### src/rtl/ifm_cfg.svh
`ifndef IFM_CFG_SVH
`define IFM_CFG_SVH
// register indices; the byte address is four times the index
`define IFM_IDX_MODE1 8'h1C
`define IFM_IDX_MODE2 8'h1D
`define IFM_IDX_MODE3 8'h1E
`define IFM_IDX_CTRL 8'h1F
`define IFM_IDX_FTW 8'h30
`define IFM_IDX_FTW_UPD 8'h36
`define IFM_IDX_STATUS 8'h40
`define IFM_MODE1_W 2
`define IFM_MODE23_W 6
`define IFM_CTRL_PREMOD 0
`define IFM_CTRL_EN2 1
`define IFM_CTRL_EN3 2
`define IFM_SAMPLE_W 16
`define IFM_FIFO_DEPTH 16
`define IFM_FIFO_AW 4
`endif

### src/rtl/ifm_pkg.sv
package ifm_pkg;
    typedef enum logic [1:0] {
        IFM_X1,
        IFM_X2,
        IFM_X4,
        IFM_X8
    } ifm_ratio_type;
    typedef logic [15:0] ifm_sample_type;
endpackage
### src/rtl/ifm_fifo.sv
`timescale 1ns/1ps
module ifm_fifo #(
    parameter int WIDTH = 32,
    parameter int DEPTH = 16,
    parameter int AW = 4
) (
    // clock and reset
    input wire logic pclk,
    input wire logic presetn,
    // fill side
    input wire logic in_valid,
    output logic in_ready,
    input wire logic [WIDTH-1:0] in_data,
    // drain side
    output logic out_valid,
    input wire logic out_ready,
    output logic [WIDTH-1:0] out_data
);
    logic [WIDTH-1:0] mem [DEPTH];
    logic [AW:0] wr_ptr, rd_ptr, next_wr_ptr, next_rd_ptr;
    logic push, pop;

    assign in_ready = (wr_ptr - rd_ptr) != (AW+1)'(DEPTH);
    assign out_valid = wr_ptr != rd_ptr;
    assign out_data = mem[rd_ptr[AW-1:0]];
    assign push = in_valid && in_ready;
    assign pop = out_valid && out_ready;

    always_comb begin
        next_wr_ptr = wr_ptr + (AW+1)'(push);
        next_rd_ptr = rd_ptr + (AW+1)'(pop);
    end

    always_ff @(posedge pclk or negedge presetn) begin
        if (!presetn) begin
            wr_ptr <= '0;
            rd_ptr <= '0;
        end else begin
            wr_ptr <= next_wr_ptr;
            rd_ptr <= next_rd_ptr;
        end
    end

    always_ff @(posedge pclk) begin
        if (push) begin
            mem[wr_ptr[AW-1:0]] <= in_data;
        end
    end
endmodule

### src/rtl/ifm_interp.sv
`timescale 1ns/1ps
`include "ifm_cfg.svh"
// What this block does
// - 2x interpolation passes 80% of input rate complex bandwidth.
// - 4x through first and second stages passes 50% to 80%.
// - second and third stages only run behind the always-on first stage, so enabling both gives 8x.
// - 4x mode outputs four samples per input sample.
// - 8x mode outputs eight samples per input sample.
// - mode fields at 0x1C..0x1E: 2-bit, 6-bit, 6-bit.
// - first stage mode 1 or 3 with premodulation shifts by half rate.
// - carrier frequency is tuning word over 2^32 times oscillator rate.
// - oscillator steps twice per input sample in 2x and 4x, four times in 8x.
// - new tuning word applies only on a 0 to 1 update bit edge.
module ifm_interp
    import ifm_pkg::*;
(
    // apb
    input wire logic pclk,
    input wire logic presetn,
    input wire logic psel,
    input wire logic penable,
    input wire logic pwrite,
    input wire logic [11:0] paddr,
    input wire logic [31:0] pwdata,
    output logic [31:0] prdata,
    output logic pready,
    output logic pslverr,
    // input samples
    input wire logic in_valid,
    output logic in_ready,
    input wire ifm_pkg::ifm_sample_type in_i,
    input wire ifm_pkg::ifm_sample_type in_q,
    // output samples
    output logic out_valid,
    output ifm_pkg::ifm_sample_type out_i,
    output ifm_pkg::ifm_sample_type out_q,
    output logic [2:0] out_phase,
    output logic [31:0] carrier_phase,
    output logic [31:0] active_tuning_word
);
    import ifm_pkg::*;

    // ------------------------------------------------------------
    // registers
    // ------------------------------------------------------------
    logic [1:0] halfband_stage_one_mode;
    logic [5:0] halfband_stage_two_mode, halfband_stage_three_mode;
    logic [2:0] ctrl;
    logic [31:0] carrier_tuning_word;
    logic upd_bit;
    logic [1:0] next_m1;
    logic [5:0] next_m2, next_m3;
    logic [2:0] next_ctrl;
    logic [31:0] next_ftw, next_active;
    logic next_upd;
    logic wr, rd_hit;
    logic [7:0] idx;
    logic [31:0] prdata_c;
    logic fifo_level_bit, nco_double;
    logic [1:0] ratio_bits;

    // the index space is 8 bits, so the top two address bits stay zero
    function automatic logic [11:0] addr_of(input logic [7:0] i);
        return {2'b00, i, 2'b00};
    endfunction

    assign idx = paddr[9:2];
    assign wr = psel && penable && pwrite;
    assign pready = 1'b1;

    always_comb begin
        next_m1 = halfband_stage_one_mode;
        next_m2 = halfband_stage_two_mode;
        next_m3 = halfband_stage_three_mode;
        next_ctrl = ctrl;
        next_ftw = carrier_tuning_word;
        next_upd = upd_bit;
        next_active = active_tuning_word;
        rd_hit = 1'b1;
        if (wr) begin
            if (paddr == addr_of(`IFM_IDX_MODE1))
                next_m1 = pwdata[1:0];
            else if (paddr == addr_of(`IFM_IDX_MODE2))
                next_m2 = pwdata[5:0];
            else if (paddr == addr_of(`IFM_IDX_MODE3))
                next_m3 = pwdata[5:0];
            else if (paddr == addr_of(`IFM_IDX_CTRL))
                next_ctrl = pwdata[2:0];
            else if (paddr == addr_of(`IFM_IDX_FTW))
                next_ftw = pwdata;
            else if (paddr == addr_of(`IFM_IDX_FTW_UPD)) begin
                next_upd = pwdata[0];
                if (!upd_bit && pwdata[0])
                    next_active = carrier_tuning_word;
            end
        end
        case (idx)
            `IFM_IDX_MODE1: prdata_c = {30'h0, halfband_stage_one_mode};
            `IFM_IDX_MODE2: prdata_c = {26'h0, halfband_stage_two_mode};
            `IFM_IDX_MODE3: prdata_c = {26'h0, halfband_stage_three_mode};
            `IFM_IDX_CTRL: prdata_c = {29'h0, ctrl};
            `IFM_IDX_FTW: prdata_c = carrier_tuning_word;
            `IFM_IDX_FTW_UPD: prdata_c = {31'h0, upd_bit};
            `IFM_IDX_STATUS: prdata_c = {28'h0, fifo_level_bit, ratio_bits,
                                         nco_double};
            default: begin
                prdata_c = 32'h0;
                rd_hit = 1'b0;
            end
        endcase
        if (paddr[11:10] != 2'b00 || paddr[1:0] != 2'b00)
            rd_hit = 1'b0;
    end
    assign pslverr = psel && penable && !rd_hit;
    assign prdata = (psel && !pwrite) ? prdata_c : 32'h0;

    always_ff @(posedge pclk or negedge presetn) begin
        if (!presetn) begin
            halfband_stage_one_mode <= 2'h0;
            halfband_stage_two_mode <= 6'h00;
            halfband_stage_three_mode <= 6'h00;
            ctrl <= 3'h0;
            carrier_tuning_word <= 32'h0;
            upd_bit <= 1'b0;
            active_tuning_word <= 32'h0;
        end else begin
            halfband_stage_one_mode <= next_m1;
            halfband_stage_two_mode <= next_m2;
            halfband_stage_three_mode <= next_m3;
            ctrl <= next_ctrl;
            carrier_tuning_word <= next_ftw;
            upd_bit <= next_upd;
            active_tuning_word <= next_active;
        end
    end

    // ------------------------------------------------------------
    // sample buffer
    // ------------------------------------------------------------
    logic f_valid, f_pop;
    logic [31:0] f_data;
    ifm_fifo #(.WIDTH(32), .DEPTH(`IFM_FIFO_DEPTH), .AW(`IFM_FIFO_AW)) u_fifo (
        .pclk(pclk),
        .presetn(presetn),
        .in_valid(in_valid),
        .in_ready(in_ready),
        .in_data({in_i, in_q}),
        .out_valid(f_valid),
        .out_ready(f_pop),
        .out_data(f_data)
    );
    assign fifo_level_bit = f_valid;

    // ------------------------------------------------------------
    // interpolation cascade (zero-order hold per stage; filter taps
    // are outside this block, only rate and coarse shift are kept)
    // ------------------------------------------------------------
    ifm_ratio_type ratio;
    logic st1_on, st2_on, st3_on;
    assign st1_on = 1'b1;
    assign st2_on = ctrl[`IFM_CTRL_EN2];
    assign st3_on = ctrl[`IFM_CTRL_EN3] && st2_on;
    always_comb begin
        // stage order fixed: a third stage alone is not a legal chain
        if (st3_on)
            ratio = IFM_X8;
        else if (st2_on)
            ratio = IFM_X4;
        else
            ratio = IFM_X2;
    end
    assign ratio_bits = ratio;
    assign nco_double = st1_on;

    function automatic logic [2:0] last_phase(input ifm_ratio_type r);
        case (r)
            IFM_X8: return 3'h7;
            IFM_X4: return 3'h3;
            IFM_X2: return 3'h1;
            default: return 3'h0;
        endcase
    endfunction

    logic [2:0] phase, next_phase;
    logic busy, next_busy;
    logic [31:0] held, next_held;
    logic premod_flip, next_flip;
    assign f_pop = f_valid && (!busy || phase == last_phase(ratio));

    always_comb begin
        next_phase = phase;
        next_busy = busy;
        next_held = held;
        next_flip = premod_flip;
        if (busy && phase != last_phase(ratio)) begin
            next_phase = phase + 3'h1;
        end else if (f_pop) begin
            next_phase = 3'h0;
            next_busy = 1'b1;
            next_held = f_data;
            next_flip = !premod_flip;
        end else begin
            next_busy = 1'b0;
        end
    end

    // premodulation by half input rate alternates sign per input sample
    logic premod_on;
    assign premod_on = ctrl[`IFM_CTRL_PREMOD] &&
                       halfband_stage_one_mode[0];

    function automatic ifm_sample_type neg(input ifm_sample_type v, input logic f);
        return f ? ifm_sample_type'(16'h0 - v) : v;
    endfunction

    // coarse shift of the second-stage modes 32..63: sign flip per output
    logic mod2;
    assign mod2 = halfband_stage_two_mode[5] && st2_on && phase[0];

    // ------------------------------------------------------------
    // fine modulator phase accumulator at oscillator rate
    // ------------------------------------------------------------
    logic [31:0] next_acc;
    always_comb begin
        next_acc = carrier_phase;
        if (busy && (phase[0] || ratio == IFM_X2))
            next_acc = carrier_phase + active_tuning_word;
    end

    always_ff @(posedge pclk or negedge presetn) begin
        if (!presetn) begin
            phase <= 3'h0;
            busy <= 1'b0;
            held <= 32'h0;
            premod_flip <= 1'b0;
            carrier_phase <= 32'h0;
            out_valid <= 1'b0;
            out_i <= 16'h0;
            out_q <= 16'h0;
            out_phase <= 3'h0;
        end else begin
            phase <= next_phase;
            busy <= next_busy;
            held <= next_held;
            premod_flip <= next_flip;
            carrier_phase <= next_acc;
            out_valid <= busy;
            // flip toggles on each pop, so the first sample keeps its sign
            out_i <= neg(held[31:16], (premod_on && !premod_flip) ^ mod2);
            out_q <= neg(held[15:0], (premod_on && !premod_flip) ^ mod2);
            out_phase <= phase;
        end
    end
endmodule

### config.mk
export PLATFORM = sky130hd
export DESIGN_NAME = ifm_interp
export DESIGN_NICKNAME = d
export VERILOG_FILES = /design/src/rtl/ifm_pkg.sv /design/src/rtl/ifm_fifo.sv /design/src/rtl/ifm_interp.sv
export VERILOG_INCLUDE_DIRS = /design/src /design/src/rtl
export SDC_FILE = /design/constraint.sdc
export NUM_CORES = 1
export LEC_CHECK = 0
export BUFFER_PORTS_ARGS = -buffer_cell sky130_fd_sc_hd__buf_2
export CORE_MARGIN = 2
export CORE_UTILIZATION = 55
export DETAILED_ROUTE_END_ITERATION = 6
export PLACE_DENSITY_LB_ADDON = 0.08
export SETUP_SLACK_MARGIN = 0.02
export SLEW_MARGIN = 10
export SYNTH_ARGS = -nofsm -noshare
export SYNTH_HDL_FRONTEND = slang
export SYNTH_SLANG_ARGS = --single-unit
### constraint.sdc
create_clock -name pclk -period 6.2 [get_ports pclk]
set_clock_uncertainty 0.2 [all_clocks]
set_input_delay 0.62 -clock pclk [delete_from_list [all_inputs] [get_ports pclk]]
set_output_delay 0.62 -clock pclk [all_outputs]
set_load 0.01 [all_outputs]
* Word level (Yosys, flattened, before mapping) *
Memory sizes are Yosys's and may differ from the RTL's. A register that Yosys moved wholly into a read port is not among the register bits.
Cells that the tools add are included.

storage, ports and cells
  register bits = 165
  memory bits (writable) = 512
  input port bits = 82
  output and inout bits = 135
  logic and storage cells = 102
  memories = 1

operators by class
  add/subtract/negate cells = 7
  eq/ne operators = 20
  muxes and demuxes = 14
  bitwise operators = 7
  reduce and logical (&&, ||, !) cells = 36

memories
  name        words  width  rd ports  clocked after Yosys merged registers in  wr ports  RTL line        source
  u_fifo.mem  16     32     1         1                                        1         ifm_fifo.sv:19  logic [WIDTH-1:0] mem [DEPTH];

operators by type and width
  kind                     number
  $pmux W32 S7             1
  $eq A12 B7 Y1 const B    4
  $add A32 B32 Y32         1
  $eq A8 B5 Y1 const B     4
  $mux W16                 2
  $mux W32                 1
  $sub A1 B16 Y16 const A  2
  $eq A12 B8 Y1 const B    2
  $eq A8 B6 Y1 const B     2
  $logic_and A1 B1 Y1      15
  $add A5 B1 Y5            2
  $pmux W3 S3              1
  $eq A8 B7 Y1 const B     1
  $reduce_and A8 Y1        1
  $reduce_and A7 Y1        1
  $reduce_or A7 Y1         1
  $logic_not A1 Y1         6
  $mux W3                  2
  $not A1 Y1               6
  $reduce_and A6 Y1        1
  $reduce_bool A2 Y1       3
  $mux W1                  5
  $ne A5 B5 Y1             1
  $ne A5 B5 Y1 const B     1
  other kinds (13)         18

* Longest topological paths before layout *
Gate-level depths: netlist of run 1.

  word-level depth = 9
  mapped depth = 14
  gate-level depth less buffers = 12

* Modules after synthesis *
A second synthesis of run 1 with hierarchy kept.

second synthesis, totals
  cell total of the unflattened synthesis = 1842
  area, all modules = 29794.8 µm²

modules (own cells, without submodules)
  module      times used  cells an instance  area each (µm²)  sequential area each (µm²)
  ifm_fifo    1           1000               20337.0          15625.0
  ifm_interp  1           842                9457.8           4679.5

* Worst setup path after synthesis of run 1 *
Ideal clock, no wire load.

  kind = register -> register
  from = register u_fifo.rd_ptr[1]
  to = memory u_fifo.mem[3][0], enable pin
  setup time = 461 ps
  data arrival time = 4715 ps
  required time = 5539 ps
  setup slack = 824 ps
  stages on the path, launching flop included = 13
  buffers on the path = 2
  clock period less this slack = 5376 ps
  cells stage by stage = dfrtp_1 clkbuf_1 clkbuf_1 inv_1 ha_1 nor2b_1 o21a_1 o211a_1 o2111ai_1 nand2_1 inv_2 nand3_1 nor3_1

on the way
  longest elaborated chain between the ends = 5

RTL lines
  what                           RTL line          source
  start, declared                ifm_fifo.sv:20    logic [AW:0] wr_ptr, rd_ptr, next_wr_ptr, next_rd_ptr;
  start signal, assigned         ifm_fifo.sv:40    rd_ptr <= next_rd_ptr;
  $sub A5 B5 Y5                  ifm_fifo.sv:23    assign in_ready = (wr_ptr - rd_ptr) != (AW+1)'(DEPTH);
  $ne A5 B5 Y1                   ifm_fifo.sv:23
  named net in_ready             ifm_interp.sv:30  output logic in_ready,
  $logic_and A1 B1 Y1            ifm_fifo.sv:26    assign push = in_valid && in_ready;
  $mux W1                        ifm_fifo.sv:45    if (push) begin
  $mux W1 (not written as such)  ifm_fifo.sv:46    mem[wr_ptr[AW-1:0]] <= in_data;
  end, declared                  ifm_fifo.sv:19

The timed path passes the listed nets, and every way through them passes these cells.

* Worst setup path in the final report of run 1 *
  from = register u_fifo.rd_ptr[1]
  to = memory u_fifo.mem[1][25], enable pin

on the way
  longest elaborated chain between the ends = 5

RTL lines
  what                           RTL line
  $sub A5 B5 Y5                  ifm_fifo.sv:23
  $ne A5 B5 Y1                   ifm_fifo.sv:23
  $logic_and A1 B1 Y1            ifm_fifo.sv:26
  $mux W1                        ifm_fifo.sv:45
  $mux W1 (not written as such)  ifm_fifo.sv:46

No other way between the ends.

==> results of run 1 <==
==> cell usage after synthesis (14+ instances only) <==
cell	instances
nand2_1	84
o21ai_0	23
xnor2_1	35
o21ai_1	30
mux2_1	68
mux4_2	162
mux2_2	45
inv_1	18
edfxtp_1	512
clkbuf_1	34
nor2_1	53
ha_1	42
dfrtp_1	197
a21oi_1	51
and2_1	28
xor2_1	33
buf_4	14
nand3_1	14
==> metrics by stage <==
step           setup slack (ns)  instance area [um2]  hold WS [ns]  utilization
2_1_floorplan             0.824                29100         0.124            -
3_3_place_gp               1.95                31100         0.202        0.592
3_5_place_dp               1.94                31100         0.205        0.594
4_1_cts                    1.89                33500      0.000281        0.639
5_1_grt                    1.73                33600        0.0139        0.640
6_report                   1.94                33600        0.0280        0.640
==> layer usage <==
metal | GRT usage | vias to the layer above | routed length (um)
met3 | 0.0394 | 77 | 4250
met2 | 0.401 | 570 | 31500
met5 | 0 | - | 11
li1 | - | 6867 | -
met4 | 0.0601 | 2 | 961
met1 | 0.365 | 8174 | 29400
==> logic make-up after synthesis <==
logic type / Yosys count / synth area share
adders and majority gates: 43 / 0.0188
and+or+nand+nor: 242 / 0.0406
DFF: 709 / 0.698
xor gates and xnor gates: 68 / 0.0205
other: 1 / 0.000129
muxes: 276 / 0.170
AOI/OAI and AO/OA: 178 / 0.0378
buffers and inverters: 90 / 0.0148
==> report_power, final <==
| group | internal (uW) | switching (uW) |
|---|---|---|
| combinational | 1640 | 1720 |
| sequential | 5740 | 445 |
| clock | 2520 | 1800 |
| total | 9900 | 3970 |
==> how the worst min path moves through the flow <==
stage	to	slack, ns	cells past startpoint
final	carrier_tuning_word[15]	0.03	2
after CTS	carrier_tuning_word[15]	0.0003	2
after floorplan	active_tuning_word[0]	0.12	0
after global routing	carrier_tuning_word[15]	0.01	2
after detailed placement	out_q[0]	0.20	0
after global placement	out_q[0]	0.20	0
==> sequential cells by signal (all words and copies together), names as in the netlist, 3 cells and up <==
signal / cells
phase: 3
ctrl: 3
out_phase: 3
carrier_tuning_word: 32
u_fifo.rd_ptr: 5
halfband_stage_three_mode: 6
u_fifo.mem: 512
out_i: 16
held: 32
halfband_stage_two_mode: 6
out_q: 16
u_fifo.wr_ptr: 5
carrier_phase: 32
active_tuning_word: 32
==> area by class of cell <==
cell class	instances	share of cell area
flip-flops and latches	709	0.605
multi-input cells	808	0.253
clock buffers	101	0.0615
repair buffers	246	0.0423
well taps	688	0.0256
clock inverters	35	0.00958
inverters	21	0.00235
==> worst max-delay path, delay by kind of cell (launching register included) <==
family	cells	cell delay, ns
compound gates	3	0.60
fa+ha+maj	1	0.34
buf+inv	2	0.38
flops	1	0.69
simple gates	4	1.73
==> repair_timing <==
item / CTS / global route
gates resized for setup: 0 / 0
endpoints found under the hold margin: 86 / 0
hold buffers: 2 / 0
==> qor.csv, run 1 <==
metric,value,unit
io_buffer_count,215,
crit_path_end_kind,flop,
synth.distinct_cells,63,
cts.clk_slew.worst_paths,0.06,ns
cts-htree-levels,3,
drv_slew,0,
viasPerCell,6.02,
dpl.hpwl,41400,um
cts_setup_buffers,0,
final_common_cell,edfxtp_1,
dieArea,54700,um2
fillers,3717,
max_stage_delay,0.95,ns
setup_tns,0,ns
drt-wirelength-per-cell,25.4,um
drc,0,
vdd_drop_max,0.000379,V
rows,84,
syn_inst,1607,
synthToLayoutAreaGrowth,15.4,%
synth_flop_cell,edfxtp_1,
seq_area_frac_synth,0.698,
via_count,15700,
r2r-start,u_fifo.rd_ptr[1],
maxCapViolations,0,
ant_nets,0,
place_congestion,0.855,
grt-ovfl-total,0,
fp.dieH,234,um
seqCellArea,20300,um2
die_w,234,um
core-area,52400,um2
first_iter_violations,1588,
cts_tree,done,
rsz0062_at_grt,no,
max_slew_margin,0.194,
synth_top_area_cell,edfxtp_1,
fin_cells,2608,
layout.nets,1985,
r2r_slack,1.94,ns
fin_crit_sh,0.688,
grt_pass1_wl,99800,um
synth.area.top_cells,"edfxtp_1 53%, dfrtp_1 17%, mux4_2 13%",
min_from,pwdata[15],
synth-seq-cells,709,
ys_async_sr_fraction,0.278,
drive_gt1_frac,0.308,
synth_area_per_cell,18.1,um2
routed_wl,66100,um
total_power,13900,uW
worstPathRequired,6.31,ns
startpoint,u_fifo.rd_ptr[1],
crit_fanout,28,
first_pass_iters,7,
fin_crit,4.26,ns
yosys_warnings,0,
grt.total_usage,0.250,
cts_buffers,74,
synth_area,29100,um2
clockBufferDepth,3,
final_cell_mix,"512 x edfxtp_1, 214 x buf_2, 194 x dfrtp_1",
hold_class,in2reg,
r2r-end,u_fifo.mem[1][25],
dp_cells,2469,
leakagePower,0.0128,uW
multi_input_area,8500,um2
diodes,0,
syn-num-nets,1732,
synth_edf_count,512,
synth_top_cell_area_share,0.529,
cp.arrival,4.37,ns
pwr_density_cell,413,nW/um2
outcome,"finished, final reports clean",
finalHoldViolations,0,
antenna_found_initial,3,
clock_sinks,709,
io_pins,217,
cts_root_buffer,clkbuf_16,
setup-violations-final,0,
slowest_stage,nor3_4,
tightestPinTransition,1.21,ns
start_util,0.555,
setup.worst_path.class,reg2reg,
startpoint_type,flop,
path_cells,"inv_1, ha_1, nor2b_1, o21a_1, o211a_1, o2111ai_1, nand2_1, or3_1, nor3_4, buf_12",
r2r_cells,10,
grt_max_degree,100,
insertion_delay,0.62,ns
fmax,235,MHz
critPathCapture,u_fifo.mem[1][25],
grt_pass1_vias,16000,
(Power assumes the default switching activity.)
==> run 2, diff against run 1 <==
--- a/config.mk
+++ b/config.mk
@@ -8,7 +8,7 @@
 export LEC_CHECK = 0
 export BUFFER_PORTS_ARGS = -buffer_cell sky130_fd_sc_hd__buf_2
 export CORE_MARGIN = 2
-export CORE_UTILIZATION = 55
+export CORE_UTILIZATION = 54
 export DETAILED_ROUTE_END_ITERATION = 6
 export PLACE_DENSITY_LB_ADDON = 0.08
 export SETUP_SLACK_MARGIN = 0.02
==> constraint.sdc (replaced) <==
create_clock -name pclk -period 3.5 [get_ports pclk]
set_clock_uncertainty 0.2 [all_clocks]
set_input_delay 0.35 -clock pclk [delete_from_list [all_inputs] [get_ports pclk]]
set_output_delay 0.35 -clock pclk [all_outputs]
set_load 0.01 [all_outputs]
==> run 2 against run 1 <==
Against the previous run:
- flip-flop and latch count is the same
- sequential share of layout area is 1.6 points lower
- die area is 1.8% higher
- clock power up 72%
- first-iteration DRC count fell by 15%
- maximum frequency up 34%
- critical path type unchanged
- combinational power rose by 94%
- non-clock buffer count up 92
- largest cell class unchanged
- critical endpoint is now u_fifo.mem[1][27]
==> qor.csv, run 2 (synthesis results as in run 1) <==
metric,value,unit,change
fp.dieH,236,um,was 234 um
cts_buffers,74,,unchanged
clockBufferDepth,3,,unchanged
path_buf_inv,2,,unchanged
die_w,236,um,was 234 um
total_power,24600,uW,was 13900 uW
crit_fanout,18,,was 28
core-area,53500,um2,was 52400 um2
critPathCapture,u_fifo.mem[1][27],,was u_fifo.mem[1][25]
pwr_density_cell,714,nW/um2,was 413 nW/um2
viasPerCell,5.84,,was 6.02
dieArea,55700,um2,was 54700 um2
r2r_cells,10,,unchanged
cts_root_buffer,clkbuf_16,,unchanged
drc,0,,unchanged
fmax,314,MHz,was 235 MHz
routed_wl,64700,um,was 66100 um
cts_tree,done,,unchanged
cp.arrival,3.26,ns,was 4.37 ns
cp_top_family,simple AND/OR/NAND/NOR gates,,unchanged
start_util,0.544,,was 0.555
fin_area,34500,um2,was 33600 um2
first_iter_violations,1352,,was 1588
min_from,paddr[2],,was pwdata[15]
grt_pass1_vias,16400,,was 16000
path_cells,"inv_4, ha_4, nor2b_1, o21a_1, o211a_1, o2111ai_2, nand2_1, or3_4, nor3_4, buf_4",,"was inv_1, ha_1, nor2b_1, o21a_1, o211a_1, o2111ai_1, nand2_1, or3_1, nor3_4, buf_12"
final_common_cell,edfxtp_1,,unchanged
hold_ws,0.0850,ns,was 0.0280 ns
r2r-start,u_fifo.rd_ptr[1],,unchanged
antenna_found_initial,2,,was 3
place_area,31500,um2,was 31100 um2
startpoint_type,flop,,unchanged
grt_max_degree,131,,was 100
io_pins,217,,unchanged
ant_nets,0,,unchanged
insertion_delay,0.61,ns,was 0.62 ns
place_congestion,0.863,,was 0.855
seqCellArea,20300,um2,unchanged
fin_crit,3.19,ns,was 4.26 ns
hold_class,in2reg,,unchanged
dpl.hpwl,41100,um,was 41400 um
final_cell_mix,"512 x edfxtp_1, 214 x buf_2, 194 x dfrtp_1",,unchanged
clock_sinks,709,,unchanged
first_pass_iters,5,,was 7
cts-htree-levels,3,,unchanged
outcome,"finished, final reports clean",,unchanged
path_depth,10,,unchanged
io_buffer_count,215,,unchanged
leakagePower,0.0132,uW,was 0.0128 uW
finalHoldViolations,0,,unchanged
r2r_slack,0.31,ns,was 1.94 ns
largest_reg_flops,512,,unchanged
grt-ovfl-total,0,,unchanged
max_slew_margin,0.238,,was 0.194
rsz0062_at_grt,no,,unchanged
grt_pass1_wl,101000,um,was 99800 um
drt-wirelength-per-cell,23.9,um,was 25.4 um
drv_slew,0,,unchanged
tightestPinTransition,1.14,ns,was 1.21 ns
drive_gt1_frac,0.306,,was 0.308
setup-violations-final,0,,unchanged
fillers,3756,,was 3717
via_count,15800,,was 15700
worstPathRequired,3.57,ns,was 6.31 ns
startpoint,u_fifo.rd_ptr[1],,unchanged
setup.worst_path.class,reg2reg,,unchanged
slowest_stage,dfrtp_4,,was nor3_4
maxCapViolations,0,,unchanged
cts_setup_buffers,0,,unchanged
cts.clk_slew.worst_paths,0.06,ns,about the same
grt.total_usage,0.240,,was 0.250
max_stage_delay,0.50,ns,was 0.95 ns
crit_path_end_kind,flop,,unchanged
layout.nets,2077,,was 1985
fin_crit_sh,0.910,,was 0.688
vdd_drop_max,0.000636,V,was 0.000379 V
rows,85,,was 84
r2r-end,u_fifo.mem[1][27],,was u_fifo.mem[1][25]
synthToLayoutAreaGrowth,18.5,%,was 15.4%
multi_input_area,8570,um2,was 8500 um2
[run 2: metrics by stage]
stage          std cells  setup TNS [ns]  setup slack, ns  utilization
3_3_place_gp        2507               0            0.379        0.589
6_report            2707               0            0.314        0.644
3_5_place_dp        2507               0            0.338        0.589
2_1_floorplan       1607          -18.79           -0.238            -
4_1_cts             2706               0            0.305        0.644
5_1_grt             2707               0            0.187        0.644
[run 2: how the worst min path moves through the flow]
stage,endpoint,slack [ns],cells after the start
floorplan,active_tuning_word[0],-0.15,0
global placement,out_q[0],0.21,0
detailed placement,out_q[0],0.20,0
CTS,u_fifo.wr_ptr[0],0.06,4
global route,u_fifo.wr_ptr[0],0.09,4
finish,halfband_stage_one_mode[1],0.08,4
[run 2: what timing repair did]
item	CTS	global route
resized for setup	0	0
hold buffers	65	0
setup endpoints to repair	0	0
hold endpoints to repair	634	0
[run 2: area by class of cell]
type,instances,area share
multi-input combinational,808,0.249
antenna,1,0.0000726
clock buffer,112,0.0626
tap,696,0.0253
clock inverter,22,0.00374
inverter,21,0.00236
sequential,709,0.590
timing repair buffer,338,0.0677
[run 2: per-layer routing]
layer	vias to the layer above	GRT usage	wire length, um
met5	-	0	0
met4	0	0.0583	909
met3	70	0.0413	3660
met2	482	0.386	31500
met1	8206	0.346	28700
li1	7060	-	-
[run 2: report_power, final]
group / switching (uW) / internal (uW) / total, uW
clock: 3090 / 4320 / 7410
sequential: 505 / 10200 / 10700
combinational: 3380 / 3130 / 6510
[run 2: worst reg2reg max path: cells and delay by family, from the launching register on]
kind                       cells  cell delay [ns]
and+or+nand+nor                4             0.96
AOI/OAI and AO/OA              3             0.59
DFF                            1             0.50
buffers and inverters          2             0.38
adders and majority gates      1             0.19
